`src/design/rsc_pkg.sv`:
```
`default_nettype none
package rsc_pkg;
    // ----------------------------------------------------------------
    // Register indices (byte address is four times the index)
    // ----------------------------------------------------------------
    localparam logic [9:0] IDX_CONFIG = 10'h080; // Option settings
    localparam logic [9:0] IDX_IRQ_STATUS = 10'h081; // Sticky events, read only
    localparam logic [9:0] IDX_IRQ_CLEAR = 10'h082; // Write one to clear
    localparam logic [9:0] IDX_IRQ_ENABLE = 10'h083; // Event mask
    localparam logic [9:0] IDX_SUPPLY = 10'h084; // Supply flags and sequence state
    localparam logic [9:0] IDX_GPIO = 10'h085; // Shared pin as port bit
    localparam logic [9:0] IDX_PROG_FLAGS = 10'h086; // Program status flags

    // ----------------------------------------------------------------
    // Field positions
    // ----------------------------------------------------------------
    localparam int CFG_HI_LSB = 0; // High-speed prescaler select, 3 bits
    localparam int CFG_LO_LSB = 3; // Low-speed prescaler select, 2 bits
    localparam int CFG_PIN_RST = 5; // 1 = pin is reset input
    localparam int CFG_SECURE = 6; // 1 = read-out blocked
    localparam int CFG_LVD_LSB = 7; // Detector level, 2 bits
    localparam int PF_POR = 7;
    localparam int PF_WDT = 6;
    localparam int PF_EXT = 5;
    localparam int PF_STK = 4;
    localparam int GPIO_OUT = 0;
    localparam int GPIO_OE = 1;
    localparam int GPIO_IN = 2;
    localparam int EV_BROWNOUT = 0;
    localparam int EV_WDT = 1;
    localparam int EV_EXT = 2;
    localparam int EV_UPPER = 3;

    // ----------------------------------------------------------------
    // Reset values
    // ----------------------------------------------------------------
    localparam logic [8:0] CONFIG_RST = 9'h020; // Div 1, pin reset, no security, low
    localparam logic [3:0] IRQ_EN_RST = 4'h0;
    localparam logic [1:0] GPIO_RST = 2'h0;

    // ----------------------------------------------------------------
    // Detector levels
    // ----------------------------------------------------------------
    localparam logic [1:0] LVD_LOW = 2'h0;
    localparam logic [1:0] LVD_MID = 2'h1;
    localparam logic [1:0] LVD_HIGH = 2'h2;
    localparam logic [1:0] LVD_TOP = 2'h3;

    // ----------------------------------------------------------------
    // Timing
    // ----------------------------------------------------------------
    localparam int CLK_PERIOD_NS = 50; // 20 MHz
    localparam int WARM_TIME_NS = 10000; // Oscillator warm-up, least
    localparam int WARM_CYCLES = (WARM_TIME_NS + CLK_PERIOD_NS - 1) / CLK_PERIOD_NS;

    // ----------------------------------------------------------------
    // Reset sequence states
    // ----------------------------------------------------------------
    typedef enum logic [2:0]
    {
        ST_POWER_UP = 3'b000,
        ST_PIN_WAIT = 3'b001,
        ST_INIT = 3'b010,
        ST_WARM = 3'b011,
        ST_RUN = 3'b100
    } rsc_state_t;
endpackage
`default_nettype wire

```
`src/design/rsc_top.sv`:
```
// Operation
// - Normal mode clock divides high oscillator 1..128
// - Slow mode divides low RC by 1/2/4/8
// - Pin falling edge resets system in reset mode
// - GPIO mode disables pin reset, bidirectional bit
// - Security option blocks program memory read-out
// - Max level resets below upper detector level
// - High level enables upper low-supply flag
// - Four reset sources, pin only when enabled
// - Reset clears core flags, stops, clears counter; only nrst restores the option, port and mask registers
// - After release, fetch starts at address zero
// - Top flag marks power-on or brown-out reset
// - Watchdog flag marks watchdog reset
// - Pin flag marks external pin reset
// - Power-up waits for stable supply first
// - Power-up in reset mode holds reset until pin is high
// - Wait oscillator warm-up before running
// - Detector reset clears both low-supply flags
`default_nettype none
module rsc_top
    import rsc_pkg::*;
(
    // Clock and reset
    input wire logic ref_clk,
    input wire logic nrst,
    // AHB-Lite slave
    input wire logic hsel,
    input wire logic [31:0] haddr,
    input wire logic [1:0] htrans,
    input wire logic hwrite,
    input wire logic [2:0] hsize,
    input wire logic [31:0] hwdata,
    input wire logic hready,
    output logic hreadyout,
    output logic hresp,
    output logic [31:0] hrdata,
    // Supply monitor
    input wire logic supply_stable,
    input wire logic below_min_level,
    input wire logic below_lower_level,
    input wire logic below_upper_level,
    // Clock sources and core
    input wire logic osc_ready,
    input wire logic slow_mode,
    input wire logic wdt_overflow,
    input wire logic stack_overflow_flag,
    output logic core_reset_n,
    output logic boot_pulse,
    output logic ins_clk_en,
    output logic readout_lock,
    output logic irq,
    // Shared reset pin
    input wire logic rst_pin_in,
    output logic port2_bit2_io_out,
    output logic port2_bit2_io_oe
);

    // ----------------------------------------------------------------
    // Reset release
    // ----------------------------------------------------------------
    logic rst_meta_ff; // First stage, read only by second
    logic rst_sync_ff; // Second stage
    wire rst_n = rst_sync_ff; // Released reset for the rest of the block

    // Two-stage release keeps the deassertion clean
    always_ff @(posedge ref_clk or negedge nrst)
    begin
        if (!nrst)
        begin
            rst_meta_ff <= 1'b0;
            rst_sync_ff <= 1'b0;
        end
        else
        begin
            rst_meta_ff <= 1'b1;
            rst_sync_ff <= rst_meta_ff;
        end
    end

    // ----------------------------------------------------------------
    // State declarations
    // ----------------------------------------------------------------
    rsc_state_t state_ff; // Sequence state
    rsc_state_t nxt_state;
    logic [8:0] cfg_ff; // Option settings
    logic [3:0] irq_stat_ff; // Sticky events
    logic [3:0] irq_en_ff; // Event mask
    logic [1:0] gpio_ff; // Port bit out and enable
    logic [2:0] alu_flags_ff; // Carry, half carry, zero
    logic por_flag_ff; // Cause: power-on or brown-out
    logic wdt_flag_ff; // Cause: watchdog
    logic ext_flag_ff; // Cause: pin
    logic upper_flag_ff; // Upper low-supply indicator
    logic lower_flag_ff; // Lower low-supply indicator
    logic [7:0] warm_cnt_ff; // Warm-up countdown
    logic [6:0] presc_cnt_ff; // Instruction clock divider
    logic pin_meta_ff; // Pin sync, first stage
    logic pin_sync_ff; // Pin sync, second stage
    logic pin_prev_ff; // Previous synced level
    logic wr_pend_ff; // Write data phase pending
    logic [9:0] wr_idx_ff; // Index of pending write
    logic [31:0] hrdata_ff;
    logic core_run_ff;
    logic boot_ff;
    logic ins_clk_ff;

    // ----------------------------------------------------------------
    // Option decoding
    // ----------------------------------------------------------------
    wire [2:0] hi_sel = cfg_ff[CFG_HI_LSB +: 3];
    wire [1:0] lo_sel = cfg_ff[CFG_LO_LSB +: 2];
    wire pin_is_reset = cfg_ff[CFG_PIN_RST];
    wire [1:0] lvd_opt = cfg_ff[CFG_LVD_LSB +: 2];

    // Divider terminal count for a power-of-two divisor
    function automatic logic [6:0] div_limit(input logic [2:0] sel);
        div_limit = 7'(({7'h00, 1'b1} << sel) - 8'h01);
    endfunction

    // Slow mode uses the low RC selector, else the high one
    wire [6:0] presc_lim = slow_mode ? div_limit({1'b0, lo_sel}) : div_limit(hi_sel);

    // ----------------------------------------------------------------
    // Reset sources
    // ----------------------------------------------------------------
    // Pin passes two flops before any edge logic sees it
    always_ff @(posedge ref_clk or negedge rst_n)
    begin
        if (!rst_n)
        begin
            pin_meta_ff <= 1'b1;
            pin_sync_ff <= 1'b1;
            pin_prev_ff <= 1'b1;
        end
        else
        begin
            pin_meta_ff <= rst_pin_in;
            pin_sync_ff <= pin_meta_ff;
            pin_prev_ff <= pin_sync_ff;
        end
    end

    wire pin_fall = pin_prev_ff & ~pin_sync_ff;
    // Pin counts in reset mode; in power-up it must not bypass the supply wait
    wire pin_req = pin_is_reset & pin_fall & (state_ff != ST_POWER_UP);
    // Minimum level always resets; upper levels by option
    wire brownout_req = below_min_level
        | ((lvd_opt == LVD_HIGH) & below_lower_level)
        | ((lvd_opt == LVD_TOP) & below_upper_level);
    wire wdt_req = wdt_overflow & (state_ff == ST_RUN);
    wire any_req = brownout_req | wdt_req | pin_req;

    // ----------------------------------------------------------------
    // Reset sequence
    // ----------------------------------------------------------------
    // Brown-out outranks watchdog, which outranks the pin
    always_comb
    begin
        nxt_state = state_ff;
        if (brownout_req)
        begin
            nxt_state = ST_POWER_UP;
        end
        else if (wdt_req)
        begin
            nxt_state = ST_INIT;
        end
        else if (pin_req)
        begin
            nxt_state = ST_PIN_WAIT;
        end
        else
        begin
            unique case (state_ff)
                ST_POWER_UP:
                begin
                    // Nothing moves until the supply has settled
                    if (supply_stable)
                        nxt_state = pin_is_reset ? ST_PIN_WAIT : ST_INIT;
                end
                ST_PIN_WAIT:
                begin
                    // Held while the pin is still driven low
                    if (pin_sync_ff || !pin_is_reset)
                        nxt_state = ST_INIT;
                end
                ST_INIT:
                begin
                    nxt_state = ST_WARM;
                end
                ST_WARM:
                begin
                    // Clock must be good and the warm-up spent
                    if (osc_ready && warm_cnt_ff == 8'h00)
                        nxt_state = ST_RUN;
                end
                ST_RUN:
                begin
                    nxt_state = ST_RUN;
                end
                default:
                begin
                    nxt_state = ST_POWER_UP;
                end
            endcase
        end
    end

    // State, run level and boot strobe
    always_ff @(posedge ref_clk or negedge rst_n)
    begin
        if (!rst_n)
        begin
            state_ff <= ST_POWER_UP;
            core_run_ff <= 1'b0;
            boot_ff <= 1'b0;
        end
        else
        begin
            state_ff <= nxt_state;
            core_run_ff <= (nxt_state == ST_RUN);
            boot_ff <= (nxt_state == ST_RUN) && !core_run_ff;
        end
    end

    // Warm-up counter, reloaded each time the sequence initialises
    always_ff @(posedge ref_clk or negedge rst_n)
    begin
        if (!rst_n)
            warm_cnt_ff <= 8'(WARM_CYCLES - 1);
        else if (state_ff == ST_INIT)
            warm_cnt_ff <= 8'(WARM_CYCLES - 1);
        else if (state_ff == ST_WARM && warm_cnt_ff != 8'h00)
            warm_cnt_ff <= warm_cnt_ff - 8'h01;
    end

    // ----------------------------------------------------------------
    // Cause flags and supply indicators
    // ----------------------------------------------------------------
    // Reset by nrst counts as power-on; each later cause replaces all
    always_ff @(posedge ref_clk or negedge rst_n)
    begin
        if (!rst_n)
        begin
            por_flag_ff <= 1'b1;
            wdt_flag_ff <= 1'b0;
            ext_flag_ff <= 1'b0;
        end
        else if (any_req)
        begin
            por_flag_ff <= brownout_req;
            wdt_flag_ff <= !brownout_req && wdt_req;
            ext_flag_ff <= !brownout_req && !wdt_req;
        end
    end

    wire upper_en = (lvd_opt == LVD_HIGH) || (lvd_opt == LVD_TOP);
    wire lower_en = (lvd_opt != LVD_LOW);

    // Flags follow the detectors; a detector reset wipes both
    always_ff @(posedge ref_clk or negedge rst_n)
    begin
        if (!rst_n)
        begin
            upper_flag_ff <= 1'b0;
            lower_flag_ff <= 1'b0;
        end
        else if (brownout_req)
        begin
            upper_flag_ff <= 1'b0;
            lower_flag_ff <= 1'b0;
        end
        else
        begin
            upper_flag_ff <= upper_en & below_upper_level;
            lower_flag_ff <= lower_en & below_lower_level;
        end
    end

    // ----------------------------------------------------------------
    // Instruction clock enable
    // ----------------------------------------------------------------
    // Divider held at zero outside run, so it restarts in phase
    always_ff @(posedge ref_clk or negedge rst_n)
    begin
        if (!rst_n)
        begin
            presc_cnt_ff <= 7'h00;
            ins_clk_ff <= 1'b0;
        end
        else if (!core_run_ff || presc_cnt_ff >= presc_lim)
        begin
            presc_cnt_ff <= 7'h00;
            ins_clk_ff <= core_run_ff;
        end
        else
        begin
            presc_cnt_ff <= presc_cnt_ff + 7'h01;
            ins_clk_ff <= 1'b0;
        end
    end

    // ----------------------------------------------------------------
    // Bus decode
    // ----------------------------------------------------------------
    wire addr_phase = hsel & htrans[1] & hready;
    wire in_map = (haddr[31:12] == 20'h00000);
    wire [9:0] rd_idx = haddr[11:2];
    wire wr_prog = wr_pend_ff && wr_idx_ff == IDX_PROG_FLAGS;
    wire wr_cfg = wr_pend_ff && wr_idx_ff == IDX_CONFIG;
    wire wr_clr = wr_pend_ff && wr_idx_ff == IDX_IRQ_CLEAR;
    wire wr_en = wr_pend_ff && wr_idx_ff == IDX_IRQ_ENABLE;
    wire wr_gpio = wr_pend_ff && wr_idx_ff == IDX_GPIO;

    wire [7:0] prog_rd = {por_flag_ff, wdt_flag_ff, ext_flag_ff, stack_overflow_flag,
                           1'b0, alu_flags_ff};
    wire [7:0] supply_rd = {3'h0, state_ff, upper_flag_ff, lower_flag_ff};
    wire [2:0] gpio_rd = {pin_sync_ff, gpio_ff};

    // Unmapped and write-only locations read as zero
    wire [31:0] rd_word =
        !in_map ? 32'h0000_0000 :
        (rd_idx == IDX_PROG_FLAGS) ? {24'h000000, prog_rd} :
        (rd_idx == IDX_CONFIG) ? {23'h000000, cfg_ff} :
        (rd_idx == IDX_IRQ_STATUS) ? {28'h0000000, irq_stat_ff} :
        (rd_idx == IDX_IRQ_ENABLE) ? {28'h0000000, irq_en_ff} :
        (rd_idx == IDX_SUPPLY) ? {24'h000000, supply_rd} :
        (rd_idx == IDX_GPIO) ? {29'h00000000, gpio_rd} :
        32'h0000_0000;

    // Zero wait: read data captured in the address phase
    always_ff @(posedge ref_clk or negedge rst_n)
    begin
        if (!rst_n)
        begin
            wr_pend_ff <= 1'b0;
            wr_idx_ff <= 10'h000;
            hrdata_ff <= 32'h0000_0000;
        end
        else
        begin
            wr_pend_ff <= addr_phase & hwrite & in_map;
            wr_idx_ff <= rd_idx;
            hrdata_ff <= (addr_phase && !hwrite) ? rd_word : 32'h0000_0000;
        end
    end

    // ----------------------------------------------------------------
    // Software registers
    // ----------------------------------------------------------------
    // Options and pin port; bus state survives internal resets
    always_ff @(posedge ref_clk or negedge rst_n)
    begin
        if (!rst_n)
        begin
            cfg_ff <= CONFIG_RST;
            gpio_ff <= GPIO_RST;
            irq_en_ff <= IRQ_EN_RST;
        end
        else
        begin
            if (wr_cfg)
                cfg_ff <= hwdata[8:0];
            if (wr_gpio)
                gpio_ff <= hwdata[1:0];
            if (wr_en)
                irq_en_ff <= hwdata[3:0];
        end
    end

    // Core flags return to zero whenever the sequence initialises
    always_ff @(posedge ref_clk or negedge rst_n)
    begin
        if (!rst_n)
            alu_flags_ff <= 3'h0;
        else if (state_ff == ST_INIT || any_req)
            alu_flags_ff <= 3'h0;
        else if (wr_prog)
            alu_flags_ff <= hwdata[2:0];
    end

    // ----------------------------------------------------------------
    // Interrupt events
    // ----------------------------------------------------------------
    wire upper_rise = upper_en & below_upper_level & ~upper_flag_ff & ~brownout_req;
    wire [3:0] ev_set;
    assign ev_set[EV_BROWNOUT] = brownout_req;
    assign ev_set[EV_WDT] = wdt_req;
    assign ev_set[EV_EXT] = pin_req;
    assign ev_set[EV_UPPER] = upper_rise;
    wire [3:0] ev_clr = wr_clr ? hwdata[3:0] : 4'h0;

    // A new event in the clearing cycle stays set
    always_ff @(posedge ref_clk or negedge rst_n)
    begin
        if (!rst_n)
            irq_stat_ff <= 4'h0;
        else
            irq_stat_ff <= (irq_stat_ff & ~ev_clr) | ev_set;
    end

    // ----------------------------------------------------------------
    // Outputs
    // ----------------------------------------------------------------
    assign hreadyout = 1'b1;
    assign hresp = 1'b0;
    assign hrdata = hrdata_ff;
    assign core_reset_n = core_run_ff;
    assign boot_pulse = boot_ff;
    assign ins_clk_en = ins_clk_ff;
    assign irq = |(irq_stat_ff & irq_en_ff);
    assign readout_lock = cfg_ff[CFG_SECURE];
    // Pin driven only while it serves as a port bit
    assign port2_bit2_io_out = gpio_ff[GPIO_OUT];
    assign port2_bit2_io_oe = gpio_ff[GPIO_OE] & ~pin_is_reset;
endmodule
`default_nettype wire

```
`config.mk`:
```
export PLATFORM = sky130hd
export DESIGN_NAME = rsc_top
export DESIGN_NICKNAME = d
export VERILOG_FILES = /design/src/design/rsc_pkg.sv /design/src/design/rsc_top.sv
export SDC_FILE = /design/constraint.sdc
export NUM_CORES = 1
export LEC_CHECK = 0
export CAP_MARGIN = 20
export CORE_ASPECT_RATIO = 1.25
export CORE_MARGIN = 4
export CORE_UTILIZATION = 45
export CTS_CLUSTER_DIAMETER = 40
export DETAILED_ROUTE_END_ITERATION = 7
export DONT_BUFFER_PORTS = 1
export PLACE_DENSITY = 0.69
export SETUP_SLACK_MARGIN = 0.1
export SLEW_MARGIN = 25
export SYNTH_ARGS = -nofsm -noshare
export SYNTH_HDL_FRONTEND = slang
export SYNTH_SLANG_ARGS = --single-unit
```
`constraint.sdc`:
```
create_clock -name ref_clk -period 3.25 [get_ports ref_clk]
set_input_delay 0.65 -clock ref_clk [delete_from_list [all_inputs] [get_ports ref_clk]]
set_output_delay 0.65 -clock ref_clk [all_outputs]
set_load 0.03 [all_outputs]
```
==> metrics <==
layout cells sized above 1=15.9%; WP data required=~3500 ps; WP data arrival=between 2000 and 3000 ps; period utilization=roughly 80%; Hold Vio Cnt, Final=0; ranking of synthesized cells by area=dfrtp_1 (42%), dfstp_2 (7.0%), mux2_2 (5.1%); Num CTS Buffers=9; CP Class=flop to flop; antenna-violating nets left=0; grt total ovfl=0; Yosys reg bits=73; core area=between 8000 and 9000 um^2; Root Driver=clkbuf_8; clk buf depth=2; Seq/Total Area, Yosys=49.0%; CP Launch Type=flop; Vias/cell=about 5.7; Power Density=~450 nW/um^2; Initial DRC Count=146; Mapped Area=approximately 3800 um^2; Crit Path Max Fanout=9; diode count=0; Hold Path Class=input pin to flop; number of global-route vias before repair=2,685; DRC=0; peak supply drop=316 uV; full die area=around 10000 um^2; first-pass GRT wire length=~13 mm; initial antenna violation count=0; post-CTS sizing=0; Ys Warns=0; RSZ-0062 raised after global routing=no; initial core utilization=45.9%; Avg WL per Cell=17.0 um; Worst-Margin Slew=809 ps; Gate Count Post-Synth=~360; post-detail-place hpwl=6.07 mm; DP Cell Count=about 440; # IOs=roughly 120; Max Cap Violations=0; total wire length=7.85 mm; Avg Cell Area, Syn=between 10 and 15 um^2; Final Max Tran Viols=0; gr usage total=between 10% and 20%; CTS tree=built; router iterations before antenna repair=4; TNS Setup=0 ps; post-synth top area cell=dfrtp_1; Reg clk slew, reported paths=~80 ps; Yosys top cell area share=roughly two fifths; Slew HR=between 40% and 50%; Via Count=2,618; port buffer count=0; clock sink count=73; largest net degree at the start of global routing=40; nets=about 450; fillers=746; Period minus WS final=~2600 ps; H-tree Lvls=3; die width=between 80 and 90 um; Layout area overhead=6.06%; Routability Congestion=about 0.87; Worst setup EP type=flop; Leak=between 1.5 and 2 nW; count of final setup violators=0; Post-synth EDFFs=0; clk_lat worst skew=between 300 and 400 ps; distinct cell type count after synthesis=56; clock skew=just under 4 ps; std cell rows=37; FFs w/ async S/R, synth=100%; FMAX=approximately 0.39 GHz; ys flop type=dfrtp_1; status=complete, no violations; final non-filler cell total=about 460; die height=around 110 um
-- cell families after synthesis --
family | count (synthesis) | share of synthesized area (%)
other cells | 2 | 0.200
mux | 26 | 7.49
xor+xnor | 8 | 1.86
flops | 73 | 49.0
simple gates | 130 | 19.6
buf+inv | 51 | 7.66
fa+ha+maj | 11 | 3.66
compound gates | 57 | 10.6
-- layout make-up --
class / instances / area, um^2 / area share (%)
Sequential cell: 73 / 1840 / 46.2
Multi-Input combinational cell: 258 / 1730 / 43.3
Clock buffer: 9 / 124 / 3.11
Tap cell: 97 / 121 / 3.05
Clock inverter: 7 / 80.1 / 2.01
Timing Repair Buffer: 6 / 47.5 / 1.19
Inverter: 12 / 45.0 / 1.13
-- synthesized netlist by cell type, types with 3 or more instances --
library cell / instances
nand2_1: 20
or2_2: 3
nor4b_1: 3
nor3_1: 11
o21ai_0: 10
dfrtp_1: 63
a21o_1: 3
nor2_1: 21
and3_1: 7
inv_1: 12
xor2_1: 6
buf_4: 25
nand2b_1: 3
a21oi_1: 10
nand3_1: 16
o31ai_1: 3
a31oi_1: 5
mux2i_1: 9
ha_1: 11
nor3b_1: 3
nor4_1: 10
clkbuf_1: 11
dfstp_2: 10
a22oi_1: 7
or4_1: 6
mux2_2: 17
o211ai_1: 3
nor2b_1: 8
or3_1: 4
-- what timing repair did --
item	CTS	global route
hold endpoints to repair	2	0
setup endpoints to repair	0	4
hold buffers	1	0
setup buffers	0	1
-- where the power goes --
| part | switching [mW] | internal (mW) |
|---|---|---|
| clock network | 0.356 | 0.362 |
| registers | 0.0222 | 0.928 |
| logic | 0.0800 | 0.0305 |
-- per-stage QoR --
stage                     instance area, um^2  total power, mW  utilization [%]  hold WS (ps)  setup WS, ps
after floorplan                          3850             1.09                -           331           425
after global placement                   3760             1.07             45.9           338           413
after detailed placement                 3760             1.08             45.9           349           354
after CTS                                3980             1.80             48.5           264           455
after global routing                     3990             1.86             48.6           258           310
final                                    3990             1.78             48.6           289           662
-- layout by cell type, fill, tap and decap left out, types with 4 or more instances in the layout --
cell      count
clkbuf_8      9
dfstp_2      10
xor2_1        6
and3_1        7
nand3_1      16
a31oi_1       5
nor2_1       21
a21oi_1      10
or4_1         6
o21ai_0      10
buf_4         5
or3_1         4
mux2i_1       9
nor2b_1       8
dfrtp_1      62
mux2_2       17
inv_1        12
nor3_1       11
nor4_1        9
nand2_1      20
conb_1       26
ha_1         11
a22oi_1       7
-- worst max-delay path: stages, from the launching register on --
cell and delay [ps]:
dfrtp_1 470, nor4b_1 310, a31oi_1 80, ha_1 260
nor4bb_1 280, a21oi_1 70, o21a_1 180, ha_1 290
o2111ai_1 130, o211ai_1 190, buf_4 170, nor2_1 50
-- registers in the layout (all words and copies together), names as in the netlist, 2 cells and up --
register / count
irq_stat_ff: 4
alu_flags_ff: 3
irq_en_ff: 4
hrdata: 9
wr_idx_ff: 10
warm_cnt_ff: 8
cfg_ff: 9
presc_cnt_ff: 7
gpio_ff: 2
state_ff: 3
-- layer usage --
metal  routed length, um  part of all wire, %  vias to the layer above  track usage [%]
met2                3700                   47                      100             27.3
li1                    -                    -                     1254                -
met4                 295                  3.8                        0             9.64
met5                   0                    0                        -                0
met3                 609                  7.8                       19             5.57
met1                3250                   41                     1245             19.3
-- worst paths after layout --
path                                   from               to  slack (ps)  cells past startpoint
worst max-delay path              cfg_ff[2]  presc_cnt_ff[0]         660                     11
worst min-delay path             rst_pin_in      pin_meta_ff         290                      0
worst max register to register    cfg_ff[2]  presc_cnt_ff[0]         660                     11
worst min register to register  pin_meta_ff      pin_sync_ff         360                      0
max in group asynchronous             rst_n   warm_cnt_ff[6]        2090                      1
min in group asynchronous             rst_n      state_ff[1]         380                      0
Power figures use the tool's default switching activity.
